$ cat src/mult_pkg.sv
// shared constants and types for the serial booth multiplier pair
package mult_pkg;
   localparam int X_WIDTH = 8;
   localparam int Y_WIDTH = 8;
   localparam int PROD_WIDTH = X_WIDTH + Y_WIDTH;
   localparam int STEP_COUNT = X_WIDTH + Y_WIDTH;
   localparam logic [4:0] STEP_LAST = 5'h0F;
   localparam logic [4:0] STEP_ZERO = 5'h00;
   localparam logic [X_WIDTH-1:0] X_RESET = 8'h00;
   localparam logic [1:0] CARRY0_RESET = 2'h0;
   localparam logic [PROD_WIDTH-1:0] PROD_RESET = 16'h0000;
   // apb map
   localparam logic [7:0] OPERAND_OFFSET = 8'h00;
   localparam logic [7:0] CONTROL_OFFSET = 8'h04;
   localparam logic [7:0] STATUS_OFFSET = 8'h08;
   localparam logic [7:0] RESULT_OFFSET = 8'h0C;
   localparam int OPERAND_X_LSB = 0;
   localparam int OPERAND_Y_LSB = 8;
   localparam int CONTROL_START_BIT = 0;
   localparam int STATUS_BUSY_BIT = 0;
   localparam int STATUS_VALID_BIT = 1;
   localparam int STATUS_FULL_BIT = 2;
   localparam int BUF_DEPTH = 2;
   localparam logic [1:0] BUF_FULL_COUNT = 2'h2;
   typedef enum logic [2:0] {
      OP_SHIFT = 3'b001,
      OP_ADD = 3'b010,
      OP_SUB = 3'b100
   } booth_op_t;
   typedef enum logic [4:0] {
      ST_IDLE = 5'b00001,
      ST_LOAD = 5'b00010,
      ST_RUN = 5'b00100,
      ST_DRAIN = 5'b01000,
      ST_PUSH = 5'b10000
   } ctrl_state_t;
endpackage

$ cat src/mult_link_if.sv
// link between the multiplier slice and its sequencing controller
`timescale 1ns/10ps
interface mult_link_if;
   import mult_pkg::*;
   logic clear_n_latch_open;
   logic step;
   logic [X_WIDTH-1:0] x_operand;
   logic y_serial;
   logic k_expand;
   logic mode;
   logic s_serial;
   modport slice (
      input clear_n_latch_open,
      input step,
      input x_operand,
      input y_serial,
      input k_expand,
      input mode,
      output s_serial
   );
   modport ctrl (
      output clear_n_latch_open,
      output step,
      output x_operand,
      output y_serial,
      output k_expand,
      output mode,
      input s_serial
   );
endinterface

$ cat src/mult_controller.sv
// apb-driven sequencing controller for one multiplier slice
`timescale 1ns/10ps
module mult_controller
   import mult_pkg::*;
(
   // clock and reset
   input wire logic clk_in,
   input wire logic nrst_in,
   // apb slave
   input wire logic psel,
   input wire logic penable,
   input wire logic pwrite,
   input wire logic [7:0] paddr,
   input wire logic [31:0] pwdata,
   output logic [31:0] prdata,
   output logic pready,
   output logic pslverr,
   // link to the slice
   mult_link_if.ctrl link
);

   ctrl_state_t state_reg;
   ctrl_state_t state_next;
   logic [X_WIDTH-1:0] x_reg;
   logic [X_WIDTH-1:0] x_next;
   logic [Y_WIDTH-1:0] y_reg;
   logic [Y_WIDTH-1:0] y_next;
   logic [4:0] cnt_reg;
   logic [4:0] cnt_next;
   logic step_reg;
   logic step_next;
   logic cap_reg;
   logic cap_next;
   logic ybit_reg;
   logic ybit_next;
   logic clr_n_reg;
   logic clr_n_next;
   logic [PROD_WIDTH-1:0] prod_reg;
   logic [PROD_WIDTH-1:0] prod_next;

   logic [PROD_WIDTH-1:0] buf_mem [BUF_DEPTH];
   logic wr_ptr_reg;
   logic wr_ptr_next;
   logic rd_ptr_reg;
   logic rd_ptr_next;
   logic [1:0] count_reg;
   logic [1:0] count_next;

   logic access;
   logic wr_en;
   logic rd_en;
   logic mapped;
   logic in_valid;
   logic in_ready;
   logic out_valid;
   logic out_ready;

   // zero-wait slave: every access completes in its first access cycle
   assign access = psel && penable;
   assign wr_en = access && pwrite;
   assign rd_en = access && !pwrite;
   assign mapped = (paddr == OPERAND_OFFSET) || (paddr == CONTROL_OFFSET) ||
                   (paddr == STATUS_OFFSET) || (paddr == RESULT_OFFSET);
   assign pready = 1'b1;
   assign pslverr = access && !mapped;

   // two-entry result buffer handshakes
   assign in_valid = (state_reg == ST_PUSH);
   assign in_ready = (count_reg != BUF_FULL_COUNT);
   assign out_valid = (count_reg != 2'h0);
   assign out_ready = rd_en && (paddr == RESULT_OFFSET);

   always_comb begin
      prdata = 32'h00000000;
      if (rd_en) begin
         unique case (paddr)
            OPERAND_OFFSET: begin
               prdata[OPERAND_X_LSB +: X_WIDTH] = x_reg;
               prdata[OPERAND_Y_LSB +: Y_WIDTH] = y_reg;
            end
            STATUS_OFFSET: begin
               prdata[STATUS_BUSY_BIT] = (state_reg != ST_IDLE);
               prdata[STATUS_VALID_BIT] = out_valid;
               prdata[STATUS_FULL_BIT] = !in_ready;
            end
            RESULT_OFFSET: prdata[PROD_WIDTH-1:0] = out_valid ? buf_mem[rd_ptr_reg] : PROD_RESET;
            default: prdata = 32'h00000000;
         endcase
      end
   end

   // sequencer
   always_comb begin
      state_next = state_reg;
      x_next = x_reg;
      y_next = y_reg;
      cnt_next = cnt_reg;
      step_next = 1'b0;
      cap_next = step_reg;
      ybit_next = ybit_reg;
      clr_n_next = 1'b1;
      prod_next = prod_reg;
      if (cap_reg) begin
         // product leaves lsb first, so bits enter from the top
         prod_next = {link.s_serial, prod_reg[PROD_WIDTH-1:1]};
      end
      // operands are locked while a product is in flight
      if (wr_en && (paddr == OPERAND_OFFSET) && (state_reg == ST_IDLE)) begin
         x_next = pwdata[OPERAND_X_LSB +: X_WIDTH];
         y_next = pwdata[OPERAND_Y_LSB +: Y_WIDTH];
      end
      unique case (state_reg)
         ST_IDLE: begin
            if (wr_en && (paddr == CONTROL_OFFSET) && pwdata[CONTROL_START_BIT]) begin
               state_next = ST_LOAD;
               clr_n_next = 1'b0;
            end
         end
         ST_LOAD: begin
            cnt_next = STEP_ZERO;
            prod_next = PROD_RESET;
            state_next = ST_RUN;
         end
         ST_RUN: begin
            step_next = 1'b1;
            // lsb first, then the sign bit again
            ybit_next = (cnt_reg < 5'(Y_WIDTH)) ? y_reg[cnt_reg[2:0]] : y_reg[Y_WIDTH-1];
            cnt_next = cnt_reg + 5'h01;
            if (cnt_reg == STEP_LAST) begin
               state_next = ST_DRAIN;
            end
         end
         ST_DRAIN: begin
            if (!step_reg && !cap_reg) begin
               state_next = ST_PUSH;
            end
         end
         ST_PUSH: begin
            // waits here while the buffer is full, so no product is dropped
            if (in_ready) begin
               state_next = ST_IDLE;
            end
         end
      endcase
   end

   always_ff @(posedge clk_in or negedge nrst_in) begin
      if (!nrst_in) begin
         state_reg <= ST_IDLE;
         x_reg <= X_RESET;
         y_reg <= X_RESET;
         cnt_reg <= STEP_ZERO;
         step_reg <= 1'b0;
         cap_reg <= 1'b0;
         ybit_reg <= 1'b0;
         clr_n_reg <= 1'b1;
         prod_reg <= PROD_RESET;
      end else begin
         state_reg <= state_next;
         x_reg <= x_next;
         y_reg <= y_next;
         cnt_reg <= cnt_next;
         step_reg <= step_next;
         cap_reg <= cap_next;
         ybit_reg <= ybit_next;
         clr_n_reg <= clr_n_next;
         prod_reg <= prod_next;
      end
   end

   // buffer pointers
   always_comb begin
      wr_ptr_next = wr_ptr_reg;
      rd_ptr_next = rd_ptr_reg;
      count_next = count_reg;
      if (in_valid && in_ready) begin
         wr_ptr_next = !wr_ptr_reg;
      end
      if (out_valid && out_ready) begin
         rd_ptr_next = !rd_ptr_reg;
      end
      count_next = count_reg + {1'b0, in_valid && in_ready} - {1'b0, out_valid && out_ready};
   end

   always_ff @(posedge clk_in or negedge nrst_in) begin
      if (!nrst_in) begin
         wr_ptr_reg <= 1'b0;
         rd_ptr_reg <= 1'b0;
         count_reg <= 2'h0;
      end else begin
         wr_ptr_reg <= wr_ptr_next;
         rd_ptr_reg <= rd_ptr_next;
         count_reg <= count_next;
      end
   end

   always_ff @(posedge clk_in) begin
      if (in_valid && in_ready) begin
         buf_mem[wr_ptr_reg] <= prod_reg;
      end
   end

   // single slice is the top slice: k and mode low
   assign link.k_expand = 1'b0;
   assign link.mode = 1'b0;
   assign link.clear_n_latch_open = clr_n_reg;
   assign link.x_operand = x_reg;
   assign link.step = step_reg;
   assign link.y_serial = ybit_reg;

endmodule

$ cat src/flat_wrapper.sv
// flat-port wrapper written by rule: the top's interface ports become plain ports
module mult_controller_flat import mult_pkg::*;
  (clk_in, nrst_in, psel, penable, pwrite, paddr, pwdata, prdata, pready, pslverr, link_clear_n_latch_open, link_step, link_x_operand, link_y_serial, link_k_expand, link_mode, link_s_serial);
  mult_link_if link_i ();
  input wire logic clk_in;
  input wire logic nrst_in;
  input wire logic psel;
  input wire logic penable;
  input wire logic pwrite;
  input wire logic [7:0] paddr;
  input wire logic [31:0] pwdata;
  output logic [31:0] prdata;
  output logic pready;
  output logic pslverr;
  output wire logic [$bits(link_i.clear_n_latch_open)-1:0] link_clear_n_latch_open;
  output wire logic [$bits(link_i.step)-1:0] link_step;
  output wire logic [$bits(link_i.x_operand)-1:0] link_x_operand;
  output wire logic [$bits(link_i.y_serial)-1:0] link_y_serial;
  output wire logic [$bits(link_i.k_expand)-1:0] link_k_expand;
  output wire logic [$bits(link_i.mode)-1:0] link_mode;
  input wire logic [$bits(link_i.s_serial)-1:0] link_s_serial;
  assign link_clear_n_latch_open = link_i.clear_n_latch_open;
  assign link_step = link_i.step;
  assign link_x_operand = link_i.x_operand;
  assign link_y_serial = link_i.y_serial;
  assign link_k_expand = link_i.k_expand;
  assign link_mode = link_i.mode;
  assign link_i.s_serial = link_s_serial;
  mult_controller u_core (.clk_in(clk_in), .nrst_in(nrst_in), .psel(psel), .penable(penable), .pwrite(pwrite), .paddr(paddr), .pwdata(pwdata), .prdata(prdata), .pready(pready), .pslverr(pslverr), .link(link_i));
endmodule
$ cat config.mk
export PLATFORM = sky130hd
export DESIGN_NAME = mult_controller_flat
export DESIGN_NICKNAME = d
export VERILOG_FILES = /design/src/mult_pkg.sv /design/src/mult_link_if.sv /design/src/mult_controller.sv /design/src/flat_wrapper.sv
export SDC_FILE = /design/constraint.sdc
export NUM_CORES = 1
export LEC_CHECK = 0
export BUFFER_PORTS_ARGS = -buffer_cell sky130_fd_sc_hd__buf_2
export CAP_MARGIN = 5
export CELL_PAD_IN_SITES_DETAIL_PLACEMENT = 0
export CELL_PAD_IN_SITES_GLOBAL_PLACEMENT = 1
export CORE_MARGIN = 2
export CORE_UTILIZATION = 46
export DETAILED_ROUTE_END_ITERATION = 8
export PLACE_DENSITY = 0.86
export SYNTH_ARGS = -nofsm -noshare
export SYNTH_HDL_FRONTEND = slang
export SYNTH_SLANG_ARGS = --single-unit
$ cat constraint.sdc
create_clock -name clk_in -period 5.6 [get_ports clk_in]
set_clock_uncertainty 0.05 [all_clocks]
set_input_delay 0 -clock clk_in [delete_from_list [all_inputs] [get_ports clk_in]]
set_output_delay 0 -clock clk_in [all_outputs]
set_load 0.05 [all_outputs]
---- Word level (Yosys, flattened, before mapping) ----
Memories as Yosys holds them, arrays and structs flattened.
Index checks and enable logic that the tools add are counted.
operators by class
  eq/ne operators ......................... 15
  order comparisons ....................... 2
  $add $sub $neg .......................... 3
  mux-type cells .......................... 20
  reductions and logical operators ........ 27
operators by type and width
  operator                                                                       count
  16-bit two-way mux                                                             4
  13-bit case mux with 2 select lines                                            1
  5-bit case mux with 5 select lines                                             1
  5-bit two-way mux                                                              4
  8-bit by 4-bit equality test with 1-bit output (second input constant)         2
  1-bit logical AND                                                              12
  5-bit by 4-bit equality test with 1-bit output (second input constant)         2
  5-bit case mux with 2 select lines                                             1
  3-bit case mux with 3 select lines                                             1
  8-bit by 3-bit equality test with 1-bit output (second input constant)         1
  8-bit logical NOT                                                              1
  1-bit logical NOT                                                              7
  1-bit two-way mux                                                              7
  2-bit inequality test (second input constant)                                  3
  2-bit nonzero test                                                             3
  5-bit by 1-bit adder with 5-bit output (second input constant)                 1
  5-bit by 1-bit equality test with 1-bit output (second input constant)         1
  5-bit by 2-bit equality test with 1-bit output (second input constant)         1
  5-bit by 3-bit equality test with 1-bit output (second input constant)         1
  5-bit equality test (second input constant)                                    1
  5-bit by 4-bit less-than comparator with 1-bit output (second input constant)  1
  5-bit by 1-bit inequality test with 1-bit output (second input constant)       1
  3-bit by 4-bit less-than comparator with 1-bit output (second input constant)  1
  2-bit by 1-bit inequality test with 1-bit output (second input constant)       2
  5 further kinds                                                                7
word-level totals
  memories ................................ 1
  bits in registers ....................... 50
  output and inout port bits .............. 47
  memory bits (writable) .................. 32
  word-level logic and storage cells ...... 80
  input bits .............................. 46
memories
  memory          words  bits a word  rd ports  clocked after Yosys merged registers in  wr ports  RTL line               RTL
  u_core.buf_mem  2      16           1         0                                        1         mult_controller.sv:41  logic [PROD_WIDTH-1:0] buf_mem [BUF_DEPTH];

---- Depth between registers and ports, before layout ----
Gate-level depths: netlist (run 1).
  depth after elaboration ................. 6
  mapped depth ............................ 8
  depth with buffers taken out ............ 8

---- Worst setup path before layout (run 1) ----
No wires, ideal clock.
  kind .................................... flip-flop to flip-flop
  start ................................... reg u_core.state_reg[3]
  end ..................................... mem u_core.buf_mem[0][0] (netlist bit) (enable)
  required time ........................... 5.162 ns
  arrival ................................. 1.753 ns
  path buffers ............................ 1
  stages on the path, launching flop included .. 6
  clock period less this slack ............ 2.191 ns
  library setup time ...................... 0.388 ns
  path slack .............................. 3.409 ns
  cells stage by stage .................... dfrtp_1 > buf_6 > nor2_1 > and4bb_2 > nand2_1 > nor2_1
between the ends
  longest elaborated chain between the ends .. 4
ends and longest elaborated chain
  element                                  RTL line                RTL
  start, declared                          mult_controller.sv:22   ctrl_state_t state_reg;
  start signal, assigned                   mult_controller.sv:159  state_reg <= state_next;
  5-bit equality test                      mult_controller.sv:68   assign in_valid = (state_reg == ST_PUSH);
  1-bit logical AND                        mult_controller.sv:198  if (in_valid && in_ready) begin
  1-bit two-way mux                        mult_controller.sv:198
  1-bit two-way mux (implied by the code)  mult_controller.sv:199  buf_mem[wr_ptr_reg] <= prod_reg;
  end, declared                            mult_controller.sv:41
Every way passes these cells.

---- Worst setup path after layout (run 1) ----
  start ................................... reg u_core.state_reg[3]
  end ..................................... reg u_core.y_reg[7]
between the ends
  longest elaborated chain between the ends .. 2
ends and longest elaborated chain
  element                                         RTL line                RTL
  5-bit by 1-bit equality test with 1-bit output  mult_controller.sv:108  if (wr_en && (paddr == OPERAND_OFFSET) && (state_reg == ST_IDLE)) begin
  1-bit logical AND                               mult_controller.sv:108
  end signal, assigned                            mult_controller.sv:161  y_reg <= y_next;
  end, declared                                   mult_controller.sv:26   logic [Y_WIDTH-1:0] y_reg;
Every way passes these cells.
A chain may end at the register's enable or synchronous reset.

==> results by group, run 1 <==
Worst setup path
  – Cell breakdown of the critical path: nor2_1, nand3_1, nor4_4, buf_4, mux2_2
  – Crit. End Element: flop
  – Crit path max fanout: 9
  – WP data required: 5780 ps
  – Worst Setup Path Type: flop to flop
  – Crit start category: flop
  – Critical Path Max Stage Delay: 770 ps
  – Worst EP arrival: 2750 ps
  – Slowest stage cell, crit path: nor4_4

Die
  – Chip width: 96.76 um
  – Die area: 0.009362 mm^2
  – Starting Density: 47.92%
  – Die height: 96.76 um
  – Core area: 0.008258 mm^2
  – # rows: 33
  – I/O pin total: 93

Min path
  – Worst Hold Class: input port to flop

Status
  – Run status: complete, no violations

Pwr
  – Worst vdd ir: 0.1529 mV
  – Total power: 0.001372 W
  – Pleak: 2.062 nW
  – Pwr dens: 297.7 mW/mm^2

Finish
  – Post-route cell area: 0.004609 mm^2
  – Fin nets: 428
  – Antenna diode count: 0
  – Max reg flops: 32
  – Syn-to-layout area delta: 16.47%
  – # fillers: 710
  – Share of layout cells above drive strength 1: 30.81%

Logic synthesis
  – Most frequent cell after synthesis: dfrtp_1
  – Yosys cell types: 46
  – Post-Syn Area: 0.003958 mm^2
  – Area leader, netlist: dfrtp_1
  – Post-synth EDFFs: 32
  – Top FF cell, synth: dfrtp_1
  – Commonest cells post-synth: 48 x dfrtp_1, 33 x nor2_1, 32 x edfxtp_1
  – Top-area cell type share of the netlist area: 30.35%
  – Syn avg cell area: 12.93 um^2
  – Synth warn: 0
  – Sequential area share after synthesis: 55.96%
  – Ys async rst share: 60.98%
  – Yosys reg bits: 82
  – Synth area leaders: dfrtp_1 30%, edfxtp_1 24%, mux2_2 5.7%
  – Syn Inst Count: 306

Clock tree
  – Clk slew on worst S/H paths: 80 ps
  – H-tree depth: 3
  – TritonCTS buffer count: 9
  – CTS tree: done
  – Clk sink count: 82
  – Clock Tree Buf Depth: 2
  – Root Driver: clkbuf_8
  – Skew-Pair Late Insertion Delay: 350 ps
  – Setup repair bufs after CTS: 0

Route
  – DRC Markers: 0
  – Remaining antenna violation count after routing: 0
  – 1st-pass router iterations: 4
  – Post-Route WL: 7684 um
  – DRT iter0 DRCs: 110
  – Vias per cell: 5.227
  – Routed via count: 2551
  – Wire length per cell: 15.75 um

GRT
  – Vias in the first global route: 2528
  – GRT Overall Usage: 17.15%
  – Largest net degree at the start of global routing: 51
  – First-pass GRT wire length: 12700 um
  – Grt total ovfl: 0
  – Initial antenna violation count: 0

STA
  – Unrepaired setup endpoints after global routing: false
  – Slew @ Worst Pin: 990.3 ps
  – Tmin final: 2572 ps
  – Setup-failing EPs final: 0
  – Max Fclk: 388.8 MHz
  – Slew HR: 33.98%
  – Slew Viols, Final: 0
  – Final period utilization: 45.93%
  – Final Hold Fails: 0
  – Total Neg Setup Slack: 0 ps

Place
  – Placed cell areas: 0.004237 mm^2
  – Global placement routability congestion: 0.8057
  – Hpwl dp: 5010 um
  – Port buffer count: 57

Run
  – Max-cap violations: 0
## critical path, delay by kind of cell (launching register included)
family                 cells  cell delay, ps
AND/OR/NAND/NOR            3            1270
flip-flops                 1             450
multiplexers               1             350
buffers and inverters      1             330
## repair_timing
item                                   in CTS  in global routing
setup endpoints to repair                   0                  0
hold buffers                               18                  0
endpoints found under the hold margin      66                  0
resized for setup                           0                  0
## layout by cell type (no fill, tap or decap), drive strengths merged, types with 5 or more instances in the layout
cell,n
nor4,7
nor2,33
dfrtp,48
and3,6
mux2i,22
mux2,30
nand3,5
a32oi,13
nand2,11
clkbuf,10
buf,60
dlygate4sd3,18
edfxtp,32
conb,19
o21ai,5
xnor2,5
inv,8
nor2b,14
## stage by stage
stage / setup slack, ps / hold slack [ps] / instances / util [%]
finish: 3028 / 52.38 / 488 / 55.82
global route: 2918 / 83.34 / 488 / 55.82
CTS: 3042 / 51.44 / 488 / 55.82
detailed placement: 3066 / 110.3 / 454 / 51.30
global placement: 3104 / 102.7 / 454 / 51.30
floorplan: 3409 / -345.6 / 323 / -
## metal layers
metal	vias up	GRT usage, %	wire length, um
met2	73	27.24	3538
met3	8	4.335	379
met4	0	5.525	117
met5	-	0	0
li1	1218	-	-
met1	1252	23.23	3648
## cells by family (layout without fill, tap and decap cells)
| group | Yosys count | in the layout | share of synthesized area (%) |
|---|---|---|---|
| simple gates | 88 | 88 | 13.41 |
| flops | 82 | 82 | 55.96 |
| mux | 53 | 53 | 15.62 |
| buf+inv | 41 | 101 | 6.323 |
| compound gates | 30 | 30 | 5.912 |
| xor+xnor | 6 | 6 | 1.328 |
| fa+ha+maj | 4 | 4 | 1.265 |
| other cells | 2 | 19 | 0.1898 |
## where the power goes
part	switching, W	internal, W
Clock	0.000213	0.000207
Sequential	0.0000677	0.000653
Combinational	0.000144	0.0000885
Total	0.000424	0.000949
## area by class of cell
cell class	count	area [um^2]	area share, %
Clock buffer	10	127.6	2.769
Clock inverter	6	65.06	1.412
Inverter	7	26.28	0.5700
Multi-Input combinational cell	200	1556	33.77
Sequential cell	82	2215	48.05
Tap cell	105	131.4	2.850
Timing Repair Buffer	78	488.0	10.59
## final timing paths
kind,from,to,slack (ps),cells after the start
setup reg to reg,u_core.state_reg[3]$_DFFE_PN0P_,u_core.y_reg[7]$_DFFE_PN0P_,3030,5
hold / removal,paddr[6],u_core.link.clear_n_latch_open$_DFF_PN1_,50,4
max in group asynchronous,nrst_in,u_core.prod_reg[12]$_DFFE_PN0P_,4820,3
setup / recovery,u_core.state_reg[3]$_DFFE_PN0P_,u_core.y_reg[7]$_DFFE_PN0P_,3030,5
hold reg to reg,u_core.link.step$_DFF_PN0_,u_core.cap_reg$_DFF_PN0_,390,0
min in group asynchronous,nrst_in,u_core.y_reg[6]$_DFFE_PN0P_,230,3
(Power assumes the default switching activity.)
==> run 2: changes to the inputs <==
--- a/config.mk
+++ b/config.mk
@@ -10,9 +10,9 @@
 export CELL_PAD_IN_SITES_DETAIL_PLACEMENT = 0
 export CELL_PAD_IN_SITES_GLOBAL_PLACEMENT = 1
 export CORE_MARGIN = 2
-export CORE_UTILIZATION = 46
+export CORE_UTILIZATION = 39
 export DETAILED_ROUTE_END_ITERATION = 8
-export PLACE_DENSITY = 0.86
+export PLACE_DENSITY = 0.77
 export SYNTH_ARGS = -nofsm -noshare
 export SYNTH_HDL_FRONTEND = slang
 export SYNTH_SLANG_ARGS = --single-unit
==> constraint.sdc (replaced) <==
create_clock -name clk_in -period 2.3 [get_ports clk_in]
set_clock_uncertainty 0.05 [all_clocks]
set_input_delay 0 -clock clk_in [delete_from_list [all_inputs] [get_ports clk_in]]
set_output_delay 0 -clock clk_in [all_outputs]
set_load 0.05 [all_outputs]
==> results by group, run 2 (synthesis results as in run 1) <==
GRT
  – M2 GR Usage: 25.56%
  – Global route hottest layer: met2
  – Met1 Use GR: 19.72%
  – GRT Overall Usage: 15.31%
  – Met3 Track Usage GR: 3.868%
  – First-pass GRT wire length: 13260 um
  – Largest net degree at the start of global routing: 28
  – Vias in the first global route: 2686
  – Grt total ovfl: 0
  – Initial antenna violation count: 0

Place
  – Placed cell areas: 0.004352 mm^2
  – Global placement routability congestion: 0.7723
  – Port buffer count: 57
  – Hpwl dp: 5488 um

Worst setup path
  – Crit start category: flop
  – CP Launch Point: u_core.rd_ptr_reg$_DFFE_PN0P_
  – Crit. End Element: primary output
  – Reg2Reg Setup Slack: 300 ps
  – R2R depth: 5
  – Crit Reg-Reg Startpoint: u_core.state_reg[3]$_DFFE_PN0P_
  – CP endpoint: prdata[5]
  – Crit path max fanout: 11
  – Worst EP arrival: 2090 ps
  – FF-to-FF End: u_core.y_reg[7]$_DFFE_PN0P_
  – WP data required: 2250 ps
  – Worst Setup Path Type: flop to primary output

Clock tree
  – Skew-Pair Late Insertion Delay: 350 ps
  – H-tree depth: 3
  – TritonCTS buffer count: 9
  – CTS tree: done
  – Clk slew on worst S/H paths: 80 ps
  – Clock Tree Buf Depth: 2
  – Clk sink count: 82
  – Setup repair bufs after CTS: 0
  – Root Driver: clkbuf_8

Route
  – DRT iter0 DRCs: 85
  – Wire length per cell: 15.17 um
  – Vias per cell: 4.931
  – DRC Markers: 0
  – Routed via count: 2589
  – Post-Route WL: 7962 um
  – 1st-pass router iterations: 4
  – Remaining antenna violation count after routing: 0

Die
  – Core area: 0.009819 mm^2
  – Die height: 104.7 um
  – Starting Density: 40.30%
  – Chip width: 104.7 um
  – Die area: 0.01097 mm^2
  – # rows: 36
  – I/O pin total: 93

Min path
  – Hold path cells: 4
  – Worst Hold Class: input port to flop

Status
  – Run status: complete, no violations

STA
  – Slew @ Worst Pin: 595.2 ps
  – Unrepaired setup endpoints after global routing: false
  – Slew Viols, Final: 0
  – Tmin final: 2138 ps
  – Setup-failing EPs final: 0
  – Slew HR: 60.32%
  – Max Fclk: 467.7 MHz
  – Final Hold Fails: 0
  – Final period utilization: 92.96%
  – Total Neg Setup Slack: 0 ps

Finish
  – Share of layout cells above drive strength 1: 32.14%
  – Post-route cell area: 0.004725 mm^2
  – Most common cell after layout, fill and taps aside: buf_2
  – Syn-to-layout area delta: 19.38%
  – # fillers: 921
  – Most frequent cells in the layout: 57 x buf_2, 48 x dfrtp_1, 33 x nor2_1
  – Max reg flops: 32
  – Antenna diode count: 0
  – Fin nets: 437

Pwr
  – Worst vdd ir: 0.4168 mV
  – Pwr dens: 708.3 mW/mm^2
  – Pleak: 2.102 nW

Run
  – Max-cap violations: 0
==> run 2: changes by cell type in the layout (fill, tap and decap cells not counted), sizes merged <==
cell    delta
inv        -1
buf        +9
clkbuf     +1
==> run 2: worst max-delay path, stage by stage (launching register included) <==
cell,delay (ps)
dfrtp_1,680
buf_4,250
mux2_2,350
a32oi_1,200
nor2b_1,60
buf_2,210
==> run 2: metrics by stage <==
stage | setup WS, ps | utilization [%] | power (W) | instances | hold slack, ps
2_1_floorplan | 108.8 | - | 0.002205 | 323 | -345.6
6_report | 161.8 | 48.11 | 0.003346 | 525 | 51.65
3_3_place_gp | 313.0 | 44.32 | 0.002355 | 491 | -4.456
3_5_place_dp | 265.5 | 44.32 | 0.002370 | 491 | -14.55
5_1_grt | 17.23 | 48.11 | 0.003514 | 525 | 64.95
4_1_cts | 112.0 | 48.05 | 0.003392 | 525 | 40.94
==> run 2: worst min-delay path by stage <==
stage               startpoint  slack [ps]                                        to
floorplan              nrst_in        -350                  u_core.cap_reg$_DFF_PN0_
global placement       nrst_in          -4      u_core.link.x_operand[1]$_DFFE_PN0P_
detailed placement     nrst_in         -10      u_core.link.x_operand[1]$_DFFE_PN0P_
CTS                   paddr[6]          40  u_core.link.clear_n_latch_open$_DFF_PN1_
global route          paddr[1]          60  u_core.link.clear_n_latch_open$_DFF_PN1_
finish                paddr[6]          50  u_core.link.clear_n_latch_open$_DFF_PN1_
==> run 2: metal layers <==
metal  vias to the layer above  routed length, um
met5                         -                  0
met4                         0                108
met3                        11                441
met2                        88               3768
met1                      1259               3643
li1                       1231                  -
==> run 2: cell type report <==
cell class                      instances  area [um^2]  area share (%)
Sequential cell                        82         2215           46.87
Multi-Input combinational cell        200         1563           33.08
Timing Repair Buffer                   87        568.0           12.02
Inverter                                7        26.28          0.5561
Tap cell                              133        166.4           3.522
Clock inverter                          5        55.05           1.165
Clock buffer                           11        131.4           2.781
==> run 2: report_power, final <==
group          leakage, nW  internal [W]  switching [W]
combinational         1.02      0.000236       0.000436
sequential           0.991       0.00159      0.0000917
clock               0.0909      0.000499       0.000491
==> run 2: repair_timing <==
| action | 4_1_cts | 5_1_grt |
|---|---|---|
| hold buffers | 18 | 0 |
| endpoints found under the hold margin | 41 | 0 |
| endpoints found under the setup margin | 0 | 1 |
| resized for setup | 0 | 1 |
==> run 3: changes to the inputs <==
--- a/config.mk
+++ b/config.mk
@@ -12,7 +12,7 @@
 export CORE_MARGIN = 2
 export CORE_UTILIZATION = 39
 export DETAILED_ROUTE_END_ITERATION = 8
-export PLACE_DENSITY = 0.77
+export PLACE_DENSITY_LB_ADDON = 0.25
 export SYNTH_ARGS = -nofsm -noshare
 export SYNTH_HDL_FRONTEND = slang
 export SYNTH_SLANG_ARGS = --single-unit
==> results by group, run 3 (synthesis results as in run 1) <==
GRT
  – Grt total ovfl: 0
  – Largest net degree at the start of global routing: 29
  – Initial antenna violation count: 0
  – GRT Overall Usage: 15.61%
  – First-pass GRT wire length: 13390 um
  – Vias in the first global route: 2609

Place
  – Global placement routability congestion: 0.7907
  – Post-Place Cells: 491
  – Port buffer count: 57
  – Hpwl dp: 5661 um

Finish
  – # fillers: 928
  – Most frequent cells in the layout: 57 x buf_2, 48 x dfrtp_1, 33 x nor2_1
  – Syn-to-layout area delta: 18.87%
  – Most common cell after layout, fill and taps aside: buf_2
  – Antenna diode count: 0
  – Max reg flops: 32
  – Fin nets: 437
  – Share of layout cells above drive strength 1: 31.89%
  – Final std cells w/o fill: 525

Min path
  – Worst hold path startpoint: paddr[6]
  – Hold path cells: 4
  – Worst Hold End: u_core.link.clear_n_latch_open$_DFF_PN1_
  – Worst Hold Class: input port to flop

Die
  – # rows: 36
  – Core area: 0.009819 mm^2
  – I/O pin total: 93
  – Starting Density: 40.30%
  – Chip width: 104.7 um
  – Die area: 0.01097 mm^2
  – Die height: 104.7 um

Route
  – DRC Markers: 0
  – Remaining antenna violation count after routing: 0
  – Routed via count: 2562
  – Post-Route WL: 8275 um
  – Wire length per cell: 15.76 um
  – DRT iter0 DRCs: 79
  – Vias per cell: 4.880
  – 1st-pass router iterations: 4

Pwr
  – Pleak: 2.093 nW
  – Gate power share: 20.2%
  – Cell internal pwr: 0.002318 W
  – Pwr dens: 709.7 mW/mm^2
  – Clock Power Share: 29.4%
  – Switching power: 0.001021 W
  – Worst vdd ir: 0.2780 mV
  – Net Sw Frac: 30.57%
  – Flop pwr share: 50.4%

Worst setup path
  – Delay-heaviest family, CP: buffers and inverters
  – Worst Setup Path Type: flop to primary output
  – Crit path max fanout: 16
  – FF-to-FF End: u_core.y_reg[5]$_DFFE_PN0P_
  – Worst EP arrival: 2020 ps
  – Slowest stage cell, crit path: dfrtp_1
  – Crit start category: flop
  – Critical Path Max Stage Delay: 390 ps
  – Cell breakdown of the critical path: o21ai_0, nor3_4, buf_4, nor4bb_1, a31o_1, buf_2
  – Crit. End Element: primary output
  – Crit Reg-Reg Startpoint: u_core.state_reg[3]$_DFFE_PN0P_
  – CP Launch Point: u_core.count_reg[1]$_DFF_PN0_
  – WP data required: 2250 ps
  – CP Buf/Inv Count: 2
  – Reg2Reg Setup Slack: 310 ps
  – R2R depth: 5

STA
  – Final period utilization: 90.12%
  – Unrepaired setup endpoints after global routing: false
  – Tmin final: 2073 ps
  – Final Hold Fails: 0
  – Slew @ Worst Pin: 668.5 ps
  – Slew Viols, Final: 0
  – Max Fclk: 482.5 MHz
  – Setup-failing EPs final: 0
  – Slew HR: 55.43%
  – Total Neg Setup Slack: 0 ps

Clock tree
  – Clk sink count: 82
  – Clock Tree Buf Depth: 2
  – H-tree depth: 3
  – Clk slew on worst S/H paths: 80 ps
  – Skew-Pair Late Insertion Delay: 350 ps
  – Setup repair bufs after CTS: 0
  – TritonCTS buffer count: 9
  – CTS tree: done
  – Root Driver: clkbuf_8

Status
  – Run status: complete, no violations

Run
  – Max-cap violations: 0
-- run 3: cell count changes in the layout (fill, tap and decap cells not counted) --
cell | previous run | this run
clkbuf_1 | 2 | 1
clkinv_1 | 1 | 2
clkinv_4 | 1 | 0
buf_12 | 1 | 0
nor4bb_1 | 0 | 1
buf_4 | 11 | 12
nor4bb_2 | 1 | 0
clkinvlp_4 | 1 | 2
-- run 3: per-layer routing --
metal  vias to the layer above  part of all wire (%)  track usage, %
met5                         -                     0               0
met4                         0                  0.52           4.286
met3                         6                   5.2           3.306
met2                        79                    48           25.97
met1                      1247                    47           20.66
li1                       1230                     -               -
-- run 3: worst register-to-register path: stages (launching register included) --
cell     delay (ps)
dfrtp_1         460
nor2_1          270
nand3_1         210
nor4_4          280
buf_4           260
mux2_2          350
-- run 3: power groups by stage --
stage	Combinational, W	Sequential [W]	Clock (W)
floorplan	0.000483	0.00172	0
global placement	0.000655	0.00171	0
detailed placement	0.000656	0.00171	0
CTS	0.000682	0.00168	0.00102
global route	0.000734	0.00170	0.00109
finish	0.000673	0.00168	0.000983
-- run 3: timing repair --
item                      in CTS  in global routing
hold buffers                  18                  0
hold endpoints to repair      44                  0
gates resized for setup        0                  0
-- run 3: worst max-delay path by stage --
stage          slack [ps]  cells past startpoint                             end
5_1_grt                50                      6                       prdata[0]
3_3_place_gp          320                      9   u_core.count_reg[1]$_DFF_PN0_
6_report              230                      6                       prdata[0]
2_1_floorplan         110                      5  u_core.buf_mem[0][0]$_DFFE_PP_
3_5_place_dp          300                      9   u_core.count_reg[1]$_DFF_PN0_
4_1_cts               190                      6                       prdata[0]
-- run 3: metrics by stage --
step	instance area [um^2]	worst slack, ps	total power (W)	hold slack [ps]	utilization [%]
2_1_floorplan	4021	108.8	0.002205	-345.6	-
3_3_place_gp	4339	315.9	0.002367	29.42	44.19
3_5_place_dp	4339	297.9	0.002368	37.62	44.19
4_1_cts	4705	194.3	0.003388	55.83	47.91
5_1_grt	4705	51.63	0.003519	68.18	47.91
6_report	4705	227.3	0.003339	64.20	47.91
-- run 3: final cells by class --
class	instances	area, um^2	area share, %
Tap cell	133	166.4	3.537
Sequential cell	82	2215	47.07
Clock inverter	6	57.56	1.223
Multi-Input combinational cell	200	1556	33.09
Timing Repair Buffer	87	555.5	11.81
Clock buffer	10	127.6	2.713
Inverter	7	26.28	0.5585
